## config.mk

```make
export PLATFORM = sky130hd
export DESIGN_NAME = gli_pins
export DESIGN_NICKNAME = d
export VERILOG_FILES = /design/src/logic/gli_pkg.sv /design/src/logic/gli_blink.sv /design/src/logic/gli_pins.sv
export SDC_FILE = /design/constraint.sdc
export NUM_CORES = 1
export LEC_CHECK = 0
export BUFFER_PORTS_ARGS = -buffer_cell sky130_fd_sc_hd__buf_4
export CAP_MARGIN = 20
export CORE_MARGIN = 2
export CORE_UTILIZATION = 45
export CTS_CLUSTER_DIAMETER = 120
export DETAILED_ROUTE_END_ITERATION = 8
export MAX_ROUTING_LAYER = met4
export PLACE_DENSITY = 0.69
export SLEW_MARGIN = 5
export SYNTH_ARGS = -nofsm -noshare
export SYNTH_HDL_FRONTEND = slang
export SYNTH_SLANG_ARGS = --single-unit
```

## constraint.sdc

```tcl
create_clock -name clk -period 2.57 [get_ports clk]
set_input_delay 0.3855 -clock clk [delete_from_list [all_inputs] [get_ports clk]]
set_output_delay 0.3855 -clock clk [all_outputs]
set_load 0.005 [all_outputs]
```

## src/logic/gli_pkg.sv

```systemverilog
// constants, types and register map of the gpio / led indicator pins block
// assumes a 100 MHz core clock and an apb master with 32-bit data
package gli_pkg;

    // register byte offsets
    localparam logic [7:0]  GLI_CFG_OFS      = 8'h00;
    localparam logic [7:0]  GLI_DATA_OFS     = 8'h04;
    localparam logic [7:0]  GLI_STAT_OFS     = 8'h08;

    // configuration register fields
    localparam int          GLI_MODE_POS     = 0;
    localparam int          GLI_LEDEN_POS    = 8;
    localparam logic [5:0]  GLI_MODE_RST     = 6'h00;
    localparam logic [2:0]  GLI_LEDEN_RST    = 3'h0;

    // data register fields
    localparam int          GLI_DOUT_POS     = 0;
    localparam int          GLI_DIN_POS      = 8;
    localparam logic [2:0]  GLI_DOUT_RST     = 3'h0;

    // status register fields
    localparam int          GLI_STLED_POS    = 0;
    localparam int          GLI_STPHY_POS    = 8;

    // pin modes, two bits per pin
    localparam logic [1:0]  GLI_MODE_IN      = 2'h0;
    localparam logic [1:0]  GLI_MODE_PP      = 2'h1;
    localparam logic [1:0]  GLI_MODE_OD      = 2'h2;

    // led timing
    localparam int          GLI_CLK_HZ       = 100_000_000;
    localparam int          GLI_BLINK_MS     = 80;
    localparam int          GLI_BLINK_CYC    = GLI_BLINK_MS * (GLI_CLK_HZ / 1000);
    localparam int          GLI_CNT_W        = 23;

    // state of the activity blinker
    typedef enum logic [2:0] {
        GLI_BL_IDLE = 3'h1,
        GLI_BL_OFF  = 3'h2,
        GLI_BL_HOLD = 3'h4
    } gli_blink_st_t;

    // link status from the phy / mac
    typedef struct packed {
        logic       link_up;
        logic       autoneg_busy;
        logic       speed_100;
        logic       full_duplex;
        logic       activity;
    } gli_phy_t;

    // one group of three pins
    typedef struct packed {
        logic [2:0] out;
        logic [2:0] oe;
    } gli_pin_t;

endpackage

```

## src/logic/gli_blink.sv

```systemverilog
// link and activity blinker: 80 ms off pulse, then at least 80 ms on
// assumes the activity level is synchronous to clk
module gli_blink
    import gli_pkg::*;
#(
    parameter int BLINK_CYC = GLI_BLINK_CYC
) (
    input  wire logic clk,
    input  wire logic arst_n,
    input  wire logic ce,
    input  wire logic link_up,
    input  wire logic activity,
    output logic      led_n
);

    typedef struct packed {
        gli_blink_st_t          st;
        logic [GLI_CNT_W-1:0]   cnt;
        logic                   pend;
        logic                   led_n;
    } gli_blink_s_t;

    localparam logic [GLI_CNT_W-1:0] RELOAD = GLI_CNT_W'(BLINK_CYC - 1);

    gli_blink_s_t r_r;
    gli_blink_s_t r_nxt;

    always_comb begin
        r_nxt = r_r;
        if (!link_up) begin
            r_nxt.st    = GLI_BL_IDLE;
            r_nxt.pend  = 1'b0;
            r_nxt.led_n = 1'b1;
        end else begin
            case (r_r.st)
                GLI_BL_IDLE: begin
                    r_nxt.led_n = 1'b0;
                    if (activity) begin
                        r_nxt.st    = GLI_BL_OFF;
                        r_nxt.cnt   = RELOAD;
                        r_nxt.led_n = 1'b1;
                    end
                end
                GLI_BL_OFF: begin
                    if (r_r.cnt == '0) begin
                        r_nxt.st    = GLI_BL_HOLD;
                        r_nxt.cnt   = RELOAD;
                        r_nxt.pend  = 1'b0;
                        r_nxt.led_n = 1'b0;
                    end else begin
                        r_nxt.cnt = r_r.cnt - 1'b1;
                    end
                end
                GLI_BL_HOLD: begin
                    if (activity) begin
                        r_nxt.pend = 1'b1;
                    end
                    if (r_r.cnt == '0) begin
                        if (r_r.pend || activity) begin
                            r_nxt.st    = GLI_BL_OFF;
                            r_nxt.cnt   = RELOAD;
                            r_nxt.led_n = 1'b1;
                        end else begin
                            r_nxt.st = GLI_BL_IDLE;
                        end
                    end else begin
                        r_nxt.cnt = r_r.cnt - 1'b1;
                    end
                end
                default: begin
                    r_nxt.st    = GLI_BL_IDLE;
                    r_nxt.led_n = 1'b1;
                end
            endcase
        end
    end

    always_ff @(posedge clk or negedge arst_n) begin
        if (!arst_n) begin
            r_r <= '{st: GLI_BL_IDLE, cnt: '0, pend: 1'b0, led_n: 1'b1};
        end else if (ce) begin
            r_r <= r_nxt;
        end
    end

    assign led_n = r_r.led_n;
endmodule

```

## src/logic/gli_pins.sv

```systemverilog
// three multiplexed gpio / status led pins with an apb register slave
// assumes phy status and pin inputs synchronous to clk, apb from the same clock
module gli_pins
    import gli_pkg::*;
#(
    parameter int BLINK_CYC = GLI_BLINK_CYC
) (
    input  wire logic        clk,
    input  wire logic        arst_n,
    input  wire logic        ce,
    input  wire logic        psel,
    input  wire logic        penable,
    input  wire logic        pwrite,
    input  wire logic [7:0]  paddr,
    input  wire logic [31:0] pwdata,
    output logic      [31:0] prdata,
    output logic             pready,
    output logic             pslverr,
    input  wire gli_phy_t    phy,
    input  wire logic [2:0]  gpio_in,
    output gli_pin_t         gpio
);

    typedef struct packed {
        logic [2:0] led_en;
        logic [5:0] mode;
        logic [2:0] dout;
        logic [2:0] din;
        logic [31:0] rdata;
        gli_pin_t   pins;
    } gli_pins_s_t;

    gli_pins_s_t r_r;
    gli_pins_s_t r_nxt;
    logic        link_act_n;
    logic [2:0]  led_n;
    gli_pin_t    drv;

    // pin drive for one mode: {out, oe}
    function automatic logic [1:0] pin_drive(input logic [1:0] mode, input logic val);
        case (mode)
            GLI_MODE_PP: pin_drive = {val, 1'b1};
            GLI_MODE_OD: pin_drive = {1'b0, ~val};
            default:     pin_drive = 2'b00;
        endcase
    endfunction

    function automatic logic mapped(input logic [7:0] a);
        mapped = (a == GLI_CFG_OFS) || (a == GLI_DATA_OFS) || (a == GLI_STAT_OFS);
    endfunction

    gli_blink #(
        .BLINK_CYC (BLINK_CYC)
    ) u_blink (
        .clk       (clk),
        .arst_n    (arst_n),
        .ce        (ce),
        .link_up   (phy.link_up),
        .activity  (phy.activity),
        .led_n     (link_act_n)
    );

    // speed, link/activity, duplex indicators
    assign led_n[0] = !(phy.link_up && phy.speed_100 && !phy.autoneg_busy);
    assign led_n[1] = link_act_n;
    assign led_n[2] = !(phy.link_up && phy.full_duplex);

    genvar gi;
    generate
        for (gi = 0; gi < 3; gi++) begin : g_pin
            logic [1:0] gp;
            logic [1:0] ld;
            assign gp = pin_drive(r_r.mode[2*gi +: 2], r_r.dout[gi]);
            assign ld = pin_drive(GLI_MODE_OD, led_n[gi]);
            assign drv.out[gi] = r_r.led_en[gi] ? ld[1] : gp[1];
            assign drv.oe[gi]  = r_r.led_en[gi] ? ld[0] : gp[0];
        end
    endgenerate

    always_comb begin
        r_nxt      = r_r;
        r_nxt.din  = gpio_in;
        r_nxt.pins = drv;
        if (psel && !penable) begin
            r_nxt.rdata = '0;
            if (!pwrite) begin
                case (paddr)
                    GLI_CFG_OFS: begin
                        r_nxt.rdata[GLI_MODE_POS +: 6]  = r_r.mode;
                        r_nxt.rdata[GLI_LEDEN_POS +: 3] = r_r.led_en;
                    end
                    GLI_DATA_OFS: begin
                        r_nxt.rdata[GLI_DOUT_POS +: 3] = r_r.dout;
                        r_nxt.rdata[GLI_DIN_POS +: 3]  = r_r.din;
                    end
                    GLI_STAT_OFS: begin
                        r_nxt.rdata[GLI_STLED_POS +: 3] = led_n;
                        r_nxt.rdata[GLI_STPHY_POS +: 5] = phy;
                    end
                    default: r_nxt.rdata = '0;
                endcase
            end
        end
        if (psel && penable && pwrite) begin
            case (paddr)
                GLI_CFG_OFS: begin
                    r_nxt.mode   = pwdata[GLI_MODE_POS +: 6];
                    r_nxt.led_en = pwdata[GLI_LEDEN_POS +: 3];
                end
                GLI_DATA_OFS: r_nxt.dout = pwdata[GLI_DOUT_POS +: 3];
                default: r_nxt.dout = r_r.dout;
            endcase
        end
    end

    always_ff @(posedge clk or negedge arst_n) begin
        if (!arst_n) begin
            r_r <= '{led_en: GLI_LEDEN_RST, mode: GLI_MODE_RST, dout: GLI_DOUT_RST,
                     din: 3'h0, rdata: 32'h0, pins: '0};
        end else if (ce) begin
            r_r <= r_nxt;
        end
    end

    assign prdata  = r_r.rdata;
    assign pready  = psel && penable;
    assign pslverr = psel && penable && !mapped(paddr);
    assign gpio    = r_r.pins;
endmodule

```

==> results of run 1 <==
[per-layer routing]
layer	part of all wire (%)	global-route usage, %	vias up
met4	0.81	5.435	0
li1	-	-	1443
met2	50	32.92	78
met1	44	24.19	1451
met3	5.1	4.070	8
met5	0	-	-
[placed cells by master, fill, tap and decap left out, types with 5 or more instances in the layout]
master and count:
sky130_fd_sc_hd__or3_1 7, sky130_fd_sc_hd__mux2_2 9, sky130_fd_sc_hd__nor3_1 8, sky130_fd_sc_hd__o31ai_1 15, sky130_fd_sc_hd__mux2i_1 5, sky130_fd_sc_hd__o21ai_0 16, sky130_fd_sc_hd__nor2b_1 6, sky130_fd_sc_hd__a211oi_1 7
sky130_fd_sc_hd__inv_1 23, sky130_fd_sc_hd__ha_1 8, sky130_fd_sc_hd__nor2_1 30, sky130_fd_sc_hd__mux2_1 7, sky130_fd_sc_hd__buf_4 61, sky130_fd_sc_hd__dfrtp_1 58, sky130_fd_sc_hd__nor4_1 9, sky130_fd_sc_hd__nand3_1 5
sky130_fd_sc_hd__a22o_1 6, sky130_fd_sc_hd__clkbuf_8 10, sky130_fd_sc_hd__nand2_1 21, sky130_fd_sc_hd__conb_1 21, sky130_fd_sc_hd__a21oi_1 20, sky130_fd_sc_hd__or4_1 6
[power breakdown]
| group | internal [W] | leakage (nW) | switching [W] |
|---|---|---|---|
| Sequential | 0.00103 | 0.756 | 0.000116 |
| Combinational | 0.000161 | 1.01 | 0.000181 |
| Clock | 0.000576 | 0.110 | 0.000381 |
[metrics by stage]
stage / setup slack (ps) / std cells / instance area [um2] / utilization [%]
floorplan: 430.7 / 412 / 3752 / -
global placement: 438.9 / 518 / 3991 / 51.12
detailed placement: 387.0 / 518 / 3991 / 51.12
CTS: 377.3 / 534 / 4218 / 54.02
global route: 242.3 / 534 / 4218 / 54.02
finish: 384.1 / 534 / 4218 / 54.02
[critical path: cells and delay by family (launching register included)]
kind	cells	cell delay (ps)
simple gates	3	1150
flops	1	370
compound gates	2	280
fa+ha+maj	1	170
buf+inv	1	110
[area by class of cell]
| cell class | instances | area [um2] |
|---|---|---|
| timing repair buffer | 62 | 478.0 |
| clock inverter | 5 | 85.08 |
| inverter | 23 | 86.33 |
| multi-input combinational | 271 | 1795 |
| sequential | 60 | 1504 |
| tap | 102 | 127.6 |
| clock buffer | 11 | 141.4 |
| fill | 715 | 3590 |
[synthesized netlist by cell type, types with 2 or more instances]
| library cell | instances | share of area, % |
|---|---|---|
| sky130_fd_sc_hd__nand4b_1 | 2 | 0.48 |
| sky130_fd_sc_hd__a22o_1 | 6 | 1.4 |
| sky130_fd_sc_hd__a211o_1 | 2 | 0.48 |
| sky130_fd_sc_hd__o41ai_1 | 2 | 0.48 |
| sky130_fd_sc_hd__mux2_2 | 9 | 2.8 |
| sky130_fd_sc_hd__a211oi_1 | 7 | 1.4 |
| sky130_fd_sc_hd__o31ai_1 | 15 | 3.1 |
| sky130_fd_sc_hd__nor4_1 | 9 | 1.5 |
| sky130_fd_sc_hd__or2_2 | 2 | 0.34 |
| sky130_fd_sc_hd__mux2_1 | 7 | 2.1 |
| sky130_fd_sc_hd__o21ai_1 | 3 | 0.41 |
| sky130_fd_sc_hd__a2111o_1 | 2 | 0.61 |
| sky130_fd_sc_hd__mux2i_1 | 5 | 1.4 |
| sky130_fd_sc_hd__nand3b_1 | 2 | 0.41 |
| sky130_fd_sc_hd__nor3b_1 | 2 | 0.41 |
| sky130_fd_sc_hd__nor2_1 | 30 | 3.1 |
| sky130_fd_sc_hd__a32o_1 | 4 | 1.1 |
| sky130_fd_sc_hd__nand4_1 | 4 | 0.68 |
| sky130_fd_sc_hd__clkbuf_1 | 15 | 1.5 |
| sky130_fd_sc_hd__a21o_1 | 3 | 0.61 |
| sky130_fd_sc_hd__nand2b_1 | 3 | 0.51 |
| sky130_fd_sc_hd__and3_1 | 4 | 0.68 |
| sky130_fd_sc_hd__dfrtp_1 | 58 | 39 |
| sky130_fd_sc_hd__o21ai_0 | 16 | 2.2 |
| sky130_fd_sc_hd__o211ai_1 | 4 | 0.82 |
| sky130_fd_sc_hd__or3_1 | 7 | 1.2 |
| sky130_fd_sc_hd__inv_1 | 23 | 2.3 |
| sky130_fd_sc_hd__nor3_1 | 8 | 1.1 |
| sky130_fd_sc_hd__and4_1 | 3 | 0.71 |
| sky130_fd_sc_hd__a21oi_1 | 20 | 2.7 |
| sky130_fd_sc_hd__buf_2 | 5 | 0.68 |
| sky130_fd_sc_hd__nand3_1 | 5 | 0.68 |
| sky130_fd_sc_hd__dfstp_2 | 2 | 1.4 |
| sky130_fd_sc_hd__nor2b_1 | 6 | 1.0 |
| sky130_fd_sc_hd__or4_1 | 6 | 1.2 |
| sky130_fd_sc_hd__nand2_1 | 21 | 2.1 |
| sky130_fd_sc_hd__nor4b_1 | 2 | 0.48 |
| sky130_fd_sc_hd__ha_1 | 8 | 2.7 |
| sky130_fd_sc_hd__buf_4 | 38 | 7.8 |
[path summary, 6_finish.rpt]
path                            slack (ps)                        from                           to
worst min-delay path                   120                      arst_n       prdata[10]$_DFFE_PN0P_
max in group asynchronous             1960                      arst_n  u_blink.r_r[22]$_DFFE_PN0P_
worst min register to register         490       prdata[2]$_DFFE_PN0P_        prdata[2]$_DFFE_PN0P_
worst max-delay path                   380  u_blink.r_r[2]$_DFFE_PN0P_  u_blink.r_r[12]$_DFFE_PN0P_
min in group clk                       260                   pwdata[3]          r_r[47]$_DFFE_PN0P_
worst max register to register         380  u_blink.r_r[2]$_DFFE_PN0P_  u_blink.r_r[12]$_DFFE_PN0P_
[flip-flops by register name (all words and copies together), names as in the netlist]
name	flops
u_blink.r_r	27
r_r	15
prdata	11
gpio	6
u_blink.led_n	1
[cells by family (layout without fill, tap and decap cells)]
family          count (synthesis)  in the layout  synth area share, %
compound gates                 97             97                18.37
other cells                     1             21               0.1020
buf+inv                        81            101                12.32
mux                            21             21                6.261
fa+ha+maj                       8              8                2.722
simple gates                  124            124                19.33
flops                          60             60                40.90
==> metrics list, run 1 <==
* Maximum number of pins on one net before global-route repair: 61
* Total power of the final layout: 0.002443 W
* Clock-pin transition on the worst setup and hold timing paths: 70 ps
* Post-synthesis async set-or-reset flop share: 100.0%
- Across all hold checks on the routed design, the worst slack comes to 117.5 ps.
- The final-report hold violation count came to 0.
* Final Wtd Congestion: 0.8583
- The number of global-route vias before repair is 2,838.
- After detailed routing, the number of vias per cell comes to 5.581.
- Clock buffer count from CTS: 9
- In this run the remaining antenna-violating nets after routing total 0.
* Post-synthesis instance total: slightly below 400
* Detailed router's first-iteration violation count: 247
- Slew @ Worst Pin: between 700 and 800 ps
- Before antenna repair, the detailed router went through 4 iterations.
- Setup repair after global routing missed its margin: false
- IR analysis of the VDD net gives a maximum drop of 0.4631 mV.
- Layout Skew: 6.814 ps
- Max Clock Freq: 457.5 MHz
- Cells with a size suffix above 1 make up between 20% and 30% of the layout.
- The worst setup path is launched from a flop.
* Summed negative setup slack over all endpoints: 0 ps
- Cell with the largest stage delay on the worst path: sky130_fd_sc_hd__or4b_1
- Walking the worst path, the cells encountered are inv_1, ha_1, or3b_1, or4b_1, nor3_1, o211ai_1, a22o_1.
* Max Cap Violations: 0
* Largest buffer count on any clock path: 2
- Worst min-delay path category: in2async
* I/O pin total: 94
* Maximum cell stage delay along the critical path: 580 ps
- First-pass GRT wire length: about 13 mm
- #FFs+latches synth: 60
- In this run, synthesis inferred 0 flip-flops with an integrated enable.
* Dominant register cell in the synthesized netlist: sky130_fd_sc_hd__dfrtp_1
- Site Rows: 32
* Total via count after detailed routing: 2,980
- Clock network latency to the later pin of the worst-skew pair: 340 ps
* TritonCTS clock tree: yes
* Global-route total usage across every layer: 19.63%
- Horizontal die dimension: 94.40 um
* Final period utilization: 85.06%
- Data on the critical path is required at its endpoint by 2800 ps.
* Starting density of the core: 47.10%
- Wires add up to 8.197 mm.
* DPL Wire Length: 5.860 mm
- For this run, design rule violations remaining after detail routing come to 0.
- Count of nets after finishing: 489
* Run status: completed
* Total standard cell area after synthesis: 3677 um2
* Cell variety after synth: 61
- By startpoint and endpoint, the worst setup path is classified as reg2reg.
- The floorplan step defined a die boundary enclosing 8910 um2.
- The tree is rooted in a sky130_fd_sc_hd__clkbuf_8.
* Setup violations, final: 0
- Overflow after GRT: 0
- Level count of the clock H-tree: 3
* Cell count of the worst reg-to-reg path: 7
- The tree built by TritonCTS fans out to 60 sinks.
- Arrival @ worst endpoint: 2420 ps
* Total power divided by cell area: 579.2 nW/um2
- Max Transition Viols Final: 0
* Share of the yosys chip area belonging to registers: 40.90%
* Endpoint class of the critical path: flop
* Post-CTS Setup Inserts: 0
- Dividing the synthesized area by the synthesized cell count gives 9.381 um2.
- For this run, the number of Yosys warnings is 0.
* Gates resized, CTS repair: 0
- Biggest fanout along the worst timing path: 4
* Core area: approximately 8000 um2
* Tightest slew margin relative to the limit: between 40 and 50%
- Leak Pwr: 1.872 nW
- Min Tclk post-route: 2186 ps
- # port buffers: 49
- The initial antenna violation count came to 0.
- ANT cells: 0
- Die Span Y: 94.40 um
- For this design, the CTS-stage hold fixing added 0 buffers.
- Relative to the synthesized area, the layout overhead comes to 14.70%.
* Routed wirelength normalized by instance count: 15.35 um
(Power assumes the default switching activity.)
==> inputs of run 2 (changes only) <==
CORE_UTILIZATION = 50   (was 45)
PLACE_DENSITY = 0.76   (was 0.69)
REMOVE_ABC_BUFFERS = 1   (was default)
==> run 2 against run 1 <==
Die area down 9.6%. Clock skew down 0.63 ps. Critical endpoint unchanged. Via count up 0.23%. Final area down 1.6%. Critical path type unchanged. Clock power down 11%. Sequential share of layout area up 0.57 points. Largest cell class unchanged. Largest power group unchanged.
==> metrics list, run 2 (same netlist as run 1, synthesis figures left out) <==
* Via-to-Cell Ratio: 5.679
- TritonCTS created 9 clock buffers.
- Biggest fanout along the worst timing path: 4
* DPL Wire Length: 5.554 mm
* Area added between synthesis and finish: 12.90%
- Entering global routing, the biggest net connects 61 pins.
- For the pin with the worst max-slew slack, the measured transition is 887.8 ps.
- Final hold vios: 0
- For flop-to-flop paths, the worst setup slack is 340 ps.
- The startpoint identified for the worst register-to-register timing path is u_blink.r_r[2]$_DFFE_PN0P_.
- Max Clock Freq: 448.9 MHz
- After the last flow step, the layout net total stands at approximately 480.
- After filler insertion, the fill cell instance count of the layout stands at 630.
* Min Tclk post-route: 2228 ps
* Global-route total usage across every layer: 20.49%
- Worst min-delay path category: in2async
- Setup repair after global routing left no endpoint under its margin.
- Number of sinks on the clock net: 60
- Total power divided by cell area: 560.3 nW/um2
- The tree is rooted in a sky130_fd_sc_hd__clkbuf_8.
* Cell Count, Final, Fillers Out: 526
- The first global-routing pass estimated 13.14 mm of wire.
- Once the floorplan was initialized, standard cells occupied around half of the core.
- Placed cells: 510
* Most common cell after layout, fill and taps aside: sky130_fd_sc_hd__dfrtp_1
* Gates resized, CTS repair: 0
* Tightest slew margin relative to the limit: 40.81%
- The register with the most flip-flops in the layout has 27 of them.
* # port buffers: 49
- Summing over every cut layer, the via total after detailed routing is 2,987.
- The library cells used most frequently in the layout, excluding fill and tap cells, are 58 x sky130_fd_sc_hd__dfrtp_1, 56 x sky130_fd_sc_hd__buf_4, 30 x sky130_fd_sc_hd__nor2_1.
* Critical Path Source Type: flop
- Finished Core Util: 57.86%
* Die Span Y: 89.76 um
- ANT cells: 0
- Across the whole layout, storage elements account for approximately 1500 um2.
* Max rail drop VDD: 0.3231 mV
* Level count of the clock H-tree: 3
- Core area: roughly 7000 um2
- Max Transition Viols Final: 0
- Final Wtd Congestion: 0.8808
- Reg with most FFs: u_blink.r_r
- Clock-pin slew was measured on the worst setup and hold paths at 70 ps.
- The floorplan step defined a die boundary enclosing 8057 um2.
- STA puts the critical path data required time at 2790 ps.
- Worst reg2reg path endpoint: u_blink.r_r[12]$_DFFE_PN0P_
- Setup violations, final: 0
* Cell count of the worst reg-to-reg path: 7
- In this run, the number of DRC markers left after iteration 0 of detailed routing was about 200.
- The die is 89.76 um wide.
- Run status: completed
* Post-CTS Hold Fix Bufs: 0
- Layout Skew: 6.187 ps
* Summed negative setup slack over all endpoints: 0 ps
* Total power of the final layout: around 0.0023 W
* Vias in the first global route: approximately 2,700
- Max Cap Violations: 0
- The final layout contains routed wiring with a total length of 7.907 mm.
- Data on the critical path arrives at its endpoint at approximately 2500 ps.
* Clock network latency to the later pin of the worst-skew pair: 330 ps
* Remaining number of nets flagged by the antenna check after routing: 0
- Area of combinational cells with multiple inputs: 1795 um2
* Detailed-route DRC error count: 0
* Endpoint class of the critical path: flop
- I/O pin total: 94
- Antenna violations before repair: 0
- The clock passes through at most 2 buffers.
* Final period utilization: 86.67%
* Post-CTS Setup Inserts: 0
* Leak Pwr: roughly 1.8 nW
- Overflow after GRT: 0
* Smallest hold slack: around 130 ps
* Routed wirelength normalized by instance count: 15.03 um
- For this run, the detailed router's first-pass iteration total came to 4.
* Critical path type: reg2reg
- Site Rows: 31
- Of the cells placed in the final design, the portion with a size suffix greater than 1 is 21.55%.
- TritonCTS clock tree: yes
==> run 2: changes by cell type in the layout (fill, tap and decap cells not counted), sizes merged <==
cell      before  now
clkinvlp       1    2
clkbuf        11   10
bufinv         2    1
buf           62   57
clkinv         2    3
==> run 2: report_power, final <==
| group | switching [W] | total [W] | internal (W) |
|---|---|---|---|
| clock network | 0.000383 | 0.000855 | 0.000472 |
| registers | 0.000116 | 0.00114 | 0.00103 |
| logic | 0.000176 | 0.000327 | 0.000150 |
==> run 2: per-stage QoR <==
stage,area (um2),setup slack [ps]
6_report,4151,342.5
5_1_grt,4151,177.1
4_1_cts,4151,351.4
3_5_place_dp,3950,365.9
3_3_place_gp,3950,362.0
2_1_floorplan,3386,15.94
==> run 2: worst max-delay path by stage <==
| stage | cells past startpoint | slack [ps] | to | start |
|---|---|---|---|---|
| floorplan | 5 | 20 | u_blink.r_r[17]$_DFFE_PN0P_ | u_blink.r_r[9]$_DFFE_PN0P_ |
| global placement | 7 | 360 | u_blink.r_r[24]$_DFFE_PN0P_ | u_blink.r_r[2]$_DFFE_PN0P_ |
| detailed placement | 7 | 370 | u_blink.r_r[12]$_DFFE_PN0P_ | u_blink.r_r[2]$_DFFE_PN0P_ |
| CTS | 7 | 350 | u_blink.r_r[24]$_DFFE_PN0P_ | u_blink.r_r[2]$_DFFE_PN0P_ |
| global route | 7 | 180 | u_blink.r_r[24]$_DFFE_PN0P_ | u_blink.r_r[2]$_DFFE_PN0P_ |
| finish | 7 | 340 | u_blink.r_r[12]$_DFFE_PN0P_ | u_blink.r_r[2]$_DFFE_PN0P_ |
==> run 2: per-layer routing <==
metal / track usage, % / share of wire [%]
met4: 4.487 / 0.63
met5: - / 0
met1: 25.78 / 44
met3: 5.197 / 5.7
met2: 33.78 / 50
==> run 2: critical path: stages, from the launching register on <==
cell	delay (ps)
sky130_fd_sc_hd__dfrtp_1	380
sky130_fd_sc_hd__inv_1	110
sky130_fd_sc_hd__ha_1	180
sky130_fd_sc_hd__or3b_1	410
sky130_fd_sc_hd__or4b_1	570
sky130_fd_sc_hd__nor3_1	170
sky130_fd_sc_hd__o211ai_1	100
sky130_fd_sc_hd__a22o_1	190
==> run 2: area by class of cell <==
| type | instances | area share, % |
|---|---|---|
| flip-flops and latches | 60 | 36.23 |
| well taps | 99 | 2.984 |
| repair buffers | 57 | 10.61 |
| inverters | 23 | 2.080 |
| clock inverters | 6 | 1.537 |
| multi-input cells | 271 | 43.25 |
| clock buffers | 10 | 3.315 |
==> inputs of run 3 (changes only) <==
==> constraint.sdc (replaced) <==
create_clock -name clk -period 2.57 [get_ports clk]
set_input_delay 0.514 -clock clk [delete_from_list [all_inputs] [get_ports clk]]
set_output_delay 0.514 -clock clk [all_outputs]
set_load 0.005 [all_outputs]
==> run 3 against run 2 <==
Critical path depth stayed put. Clock-buffer cell count stayed put. Fmax is 2.6% lower. Routed wire length is 1.5% higher. Critical endpoint is now u_blink.r_r[24]$_DFFE_PN0P_.
==> metrics list, run 3 (same netlist as run 1, synthesis figures left out) <==
- First-pass GRT wire length: 13.54 mm
- The final-report hold violation count came to 0.
- Setup repair after global routing left no endpoint under its margin.
- Finished Core Util: between 50% and 60%
- Clock-pin transition on the worst setup and hold timing paths: 80 ps
* Area added between synthesis and finish: 14.12%
* Site Rows: 31
- For this configuration, the core starts out at a cell density of between 50% and 60%.
- The number of setup buffers added after CTS is 0.
- Endpoint class of the critical path: flop
- The flow ran to the end, and the final reports show no timing, DRC or antenna violations.
- Gates resized, CTS repair: 0
- Global routing used about a fifth of the available tracks.
* Horizontal die dimension: 89.76 um
* Die Span Y: 89.76 um
- Total via count after detailed routing: 2,962
* Number of sinks on the clock net: 60
- Subtracting the final worst setup slack from the clock period gives ~2300 ps.
- Setup violations, final: 0
- TritonCTS clock tree: yes
* Routed wirelength normalized by instance count: 15.16 um
- For the worst flop-to-flop path, the logic depth is 7.
- Max Transition Viols Final: 0
* Worst reg2reg path endpoint: u_blink.r_r[24]$_DFFE_PN0P_
* ANT cells: 0
- Across the routed clock network, the largest skew measured is about 11 ps.
- Fillers: 611
- Register area: 1504 um2
* Leak Pwr: 1.863 nW
- The most critical setup path has its startpoint at u_blink.r_r[2]$_DFFE_PN0P_.
* Root cell of the clock tree: sky130_fd_sc_hd__clkbuf_8
* Post-CTS Hold Fix Bufs: 0
- Derived from the worst setup path, the maximum achievable clock frequency is 437.4 MHz.
- At the end of routability-driven placement, the weighted congestion stood at 0.8859.
- Leading cell types in the layout, fill and taps excluded: 59 x sky130_fd_sc_hd__buf_4, 58 x sky130_fd_sc_hd__dfrtp_1, 30 x sky130_fd_sc_hd__nor2_1
- Pre-Repair DR Iteration Count: 4
* Area of combinational cells with multiple inputs: 1795 um2
* Max Cap Violations: 0
- Overflow after GRT: 0
- The worst setup path is of the reg2reg kind.
* Worst min-delay path category: in2async
- Most common cell after layout, fill and taps aside: sky130_fd_sc_hd__buf_4
* Vias in the first global route: around 2,800
* Largest buffer count on any clock path: 2
- Clock buffer count from CTS: 9
- Critical Path Source Type: flop
* Number of flip-flops under the largest register name: 27
- Tightest slew margin relative to the limit: 35.66%
- The startpoint identified for the worst register-to-register timing path is u_blink.r_r[2]$_DFFE_PN0P_.
- The detailed router finished its first iteration with 186 violations.
- For flop-to-flop paths, the worst setup slack is around 280 ps.
- Count of nets after finishing: 487
- Biggest fanout along the worst timing path: 12
* Slew @ Worst Pin: 965.1 ps
- The die covers 8057 um2.
* Required time at the worst-slack endpoint: 2810 ps
- Antenna violations before repair: 0
- After detailed routing, the total wire length is between 8 and 9 mm.
* DPL Wire Length: 5.649 mm
* Summed negative setup slack over all endpoints: 0 ps
- I/O pin total: 94
- CTS built an H-tree with a depth of 3.
- Layout cell share with drive strength beyond 1: 22.09%
* Core area: 7176 um2
* Max rail drop VDD: between 0.3 and 0.4 mV
- At the worst endpoint, the arrival time is approximately 2500 ps.
* Clock network latency to the later pin of the worst-skew pair: 350 ps
- Ranked by flip-flop count, first place goes to u_blink.r_r.
* Remaining number of nets flagged by the antenna check after routing: 0
- Maximum number of pins on one net before global-route repair: 61
* Total power divided by cell area: 583.9 nW/um2
- In the routed layout, each cell is associated on average with a via count of roughly 5.6.
- # port buffers: 49
* Final period utilization: 88.97%
* Detailed-route DRC error count: 0
==> run 3: changes by cell type in the layout (fill, tap and decap cells not counted), sizes merged <==
cell      before  now
buf           57   60
bufinv         1    2
clkinv         3    2
clkinvlp       2    1
inv           23   24
==> run 3: area by class of cell <==
type                            count  area share [%]
Multi-Input combinational cell    271           42.78
Sequential cell                    60           35.84
Timing Repair Buffer               60           11.03
Clock buffer                       10           3.280
Tap cell                           99           2.952
Clock inverter                      6           2.057
Inverter                           23           2.057
==> run 3: per-layer routing <==
layer / wire [um] / vias to the layer above / track usage (%)
li1: - / 1437 / -
met4: 108 / 0 / 7.692
met3: 450 / 9 / 5.448
met5: 0 / - / -
met2: 3872 / 91 / 32.95
met1: 3591 / 1425 / 27.02
==> run 3: through the flow <==
stage	hold slack [ps]	worst slack [ps]	total power (W)	std cells	area, um2
after global routing	284.8	97.26	0.002565	529	4197
after global placement	465.5	295.4	0.001478	513	3973
after floorplan	218.4	15.94	0.001336	354	3386
after CTS	255.6	276.3	0.002462	529	4197
final	221.4	283.6	0.002450	529	4197
after detailed placement	473.1	302.3	0.001493	513	3973
==> run 3: how the worst max path moves through the flow <==
stage / end / slack, ps / cells after the start
2_1_floorplan: u_blink.r_r[17]$_DFFE_PN0P_ / 20 / 5
3_3_place_gp: u_blink.r_r[24]$_DFFE_PN0P_ / 300 / 7
3_5_place_dp: u_blink.r_r[24]$_DFFE_PN0P_ / 300 / 7
4_1_cts: u_blink.r_r[24]$_DFFE_PN0P_ / 280 / 7
5_1_grt: u_blink.r_r[24]$_DFFE_PN0P_ / 100 / 7
6_report: u_blink.r_r[24]$_DFFE_PN0P_ / 280 / 7
==> run 3: where the power goes <==
part	switching (W)	internal, W
combinational	0.000180	0.000154
sequential	0.000118	0.00103
clock	0.000399	0.000572
==> run 3: critical path, cell delays in order, from the launching register on <==
cell and delay (ps):
sky130_fd_sc_hd__dfrtp_1 350, sky130_fd_sc_hd__inv_1 80, sky130_fd_sc_hd__ha_1 200, sky130_fd_sc_hd__nor2b_1 130, sky130_fd_sc_hd__and4_1 220, sky130_fd_sc_hd__a21oi_1 770
sky130_fd_sc_hd__a211oi_1 180, sky130_fd_sc_hd__o22a_1 250
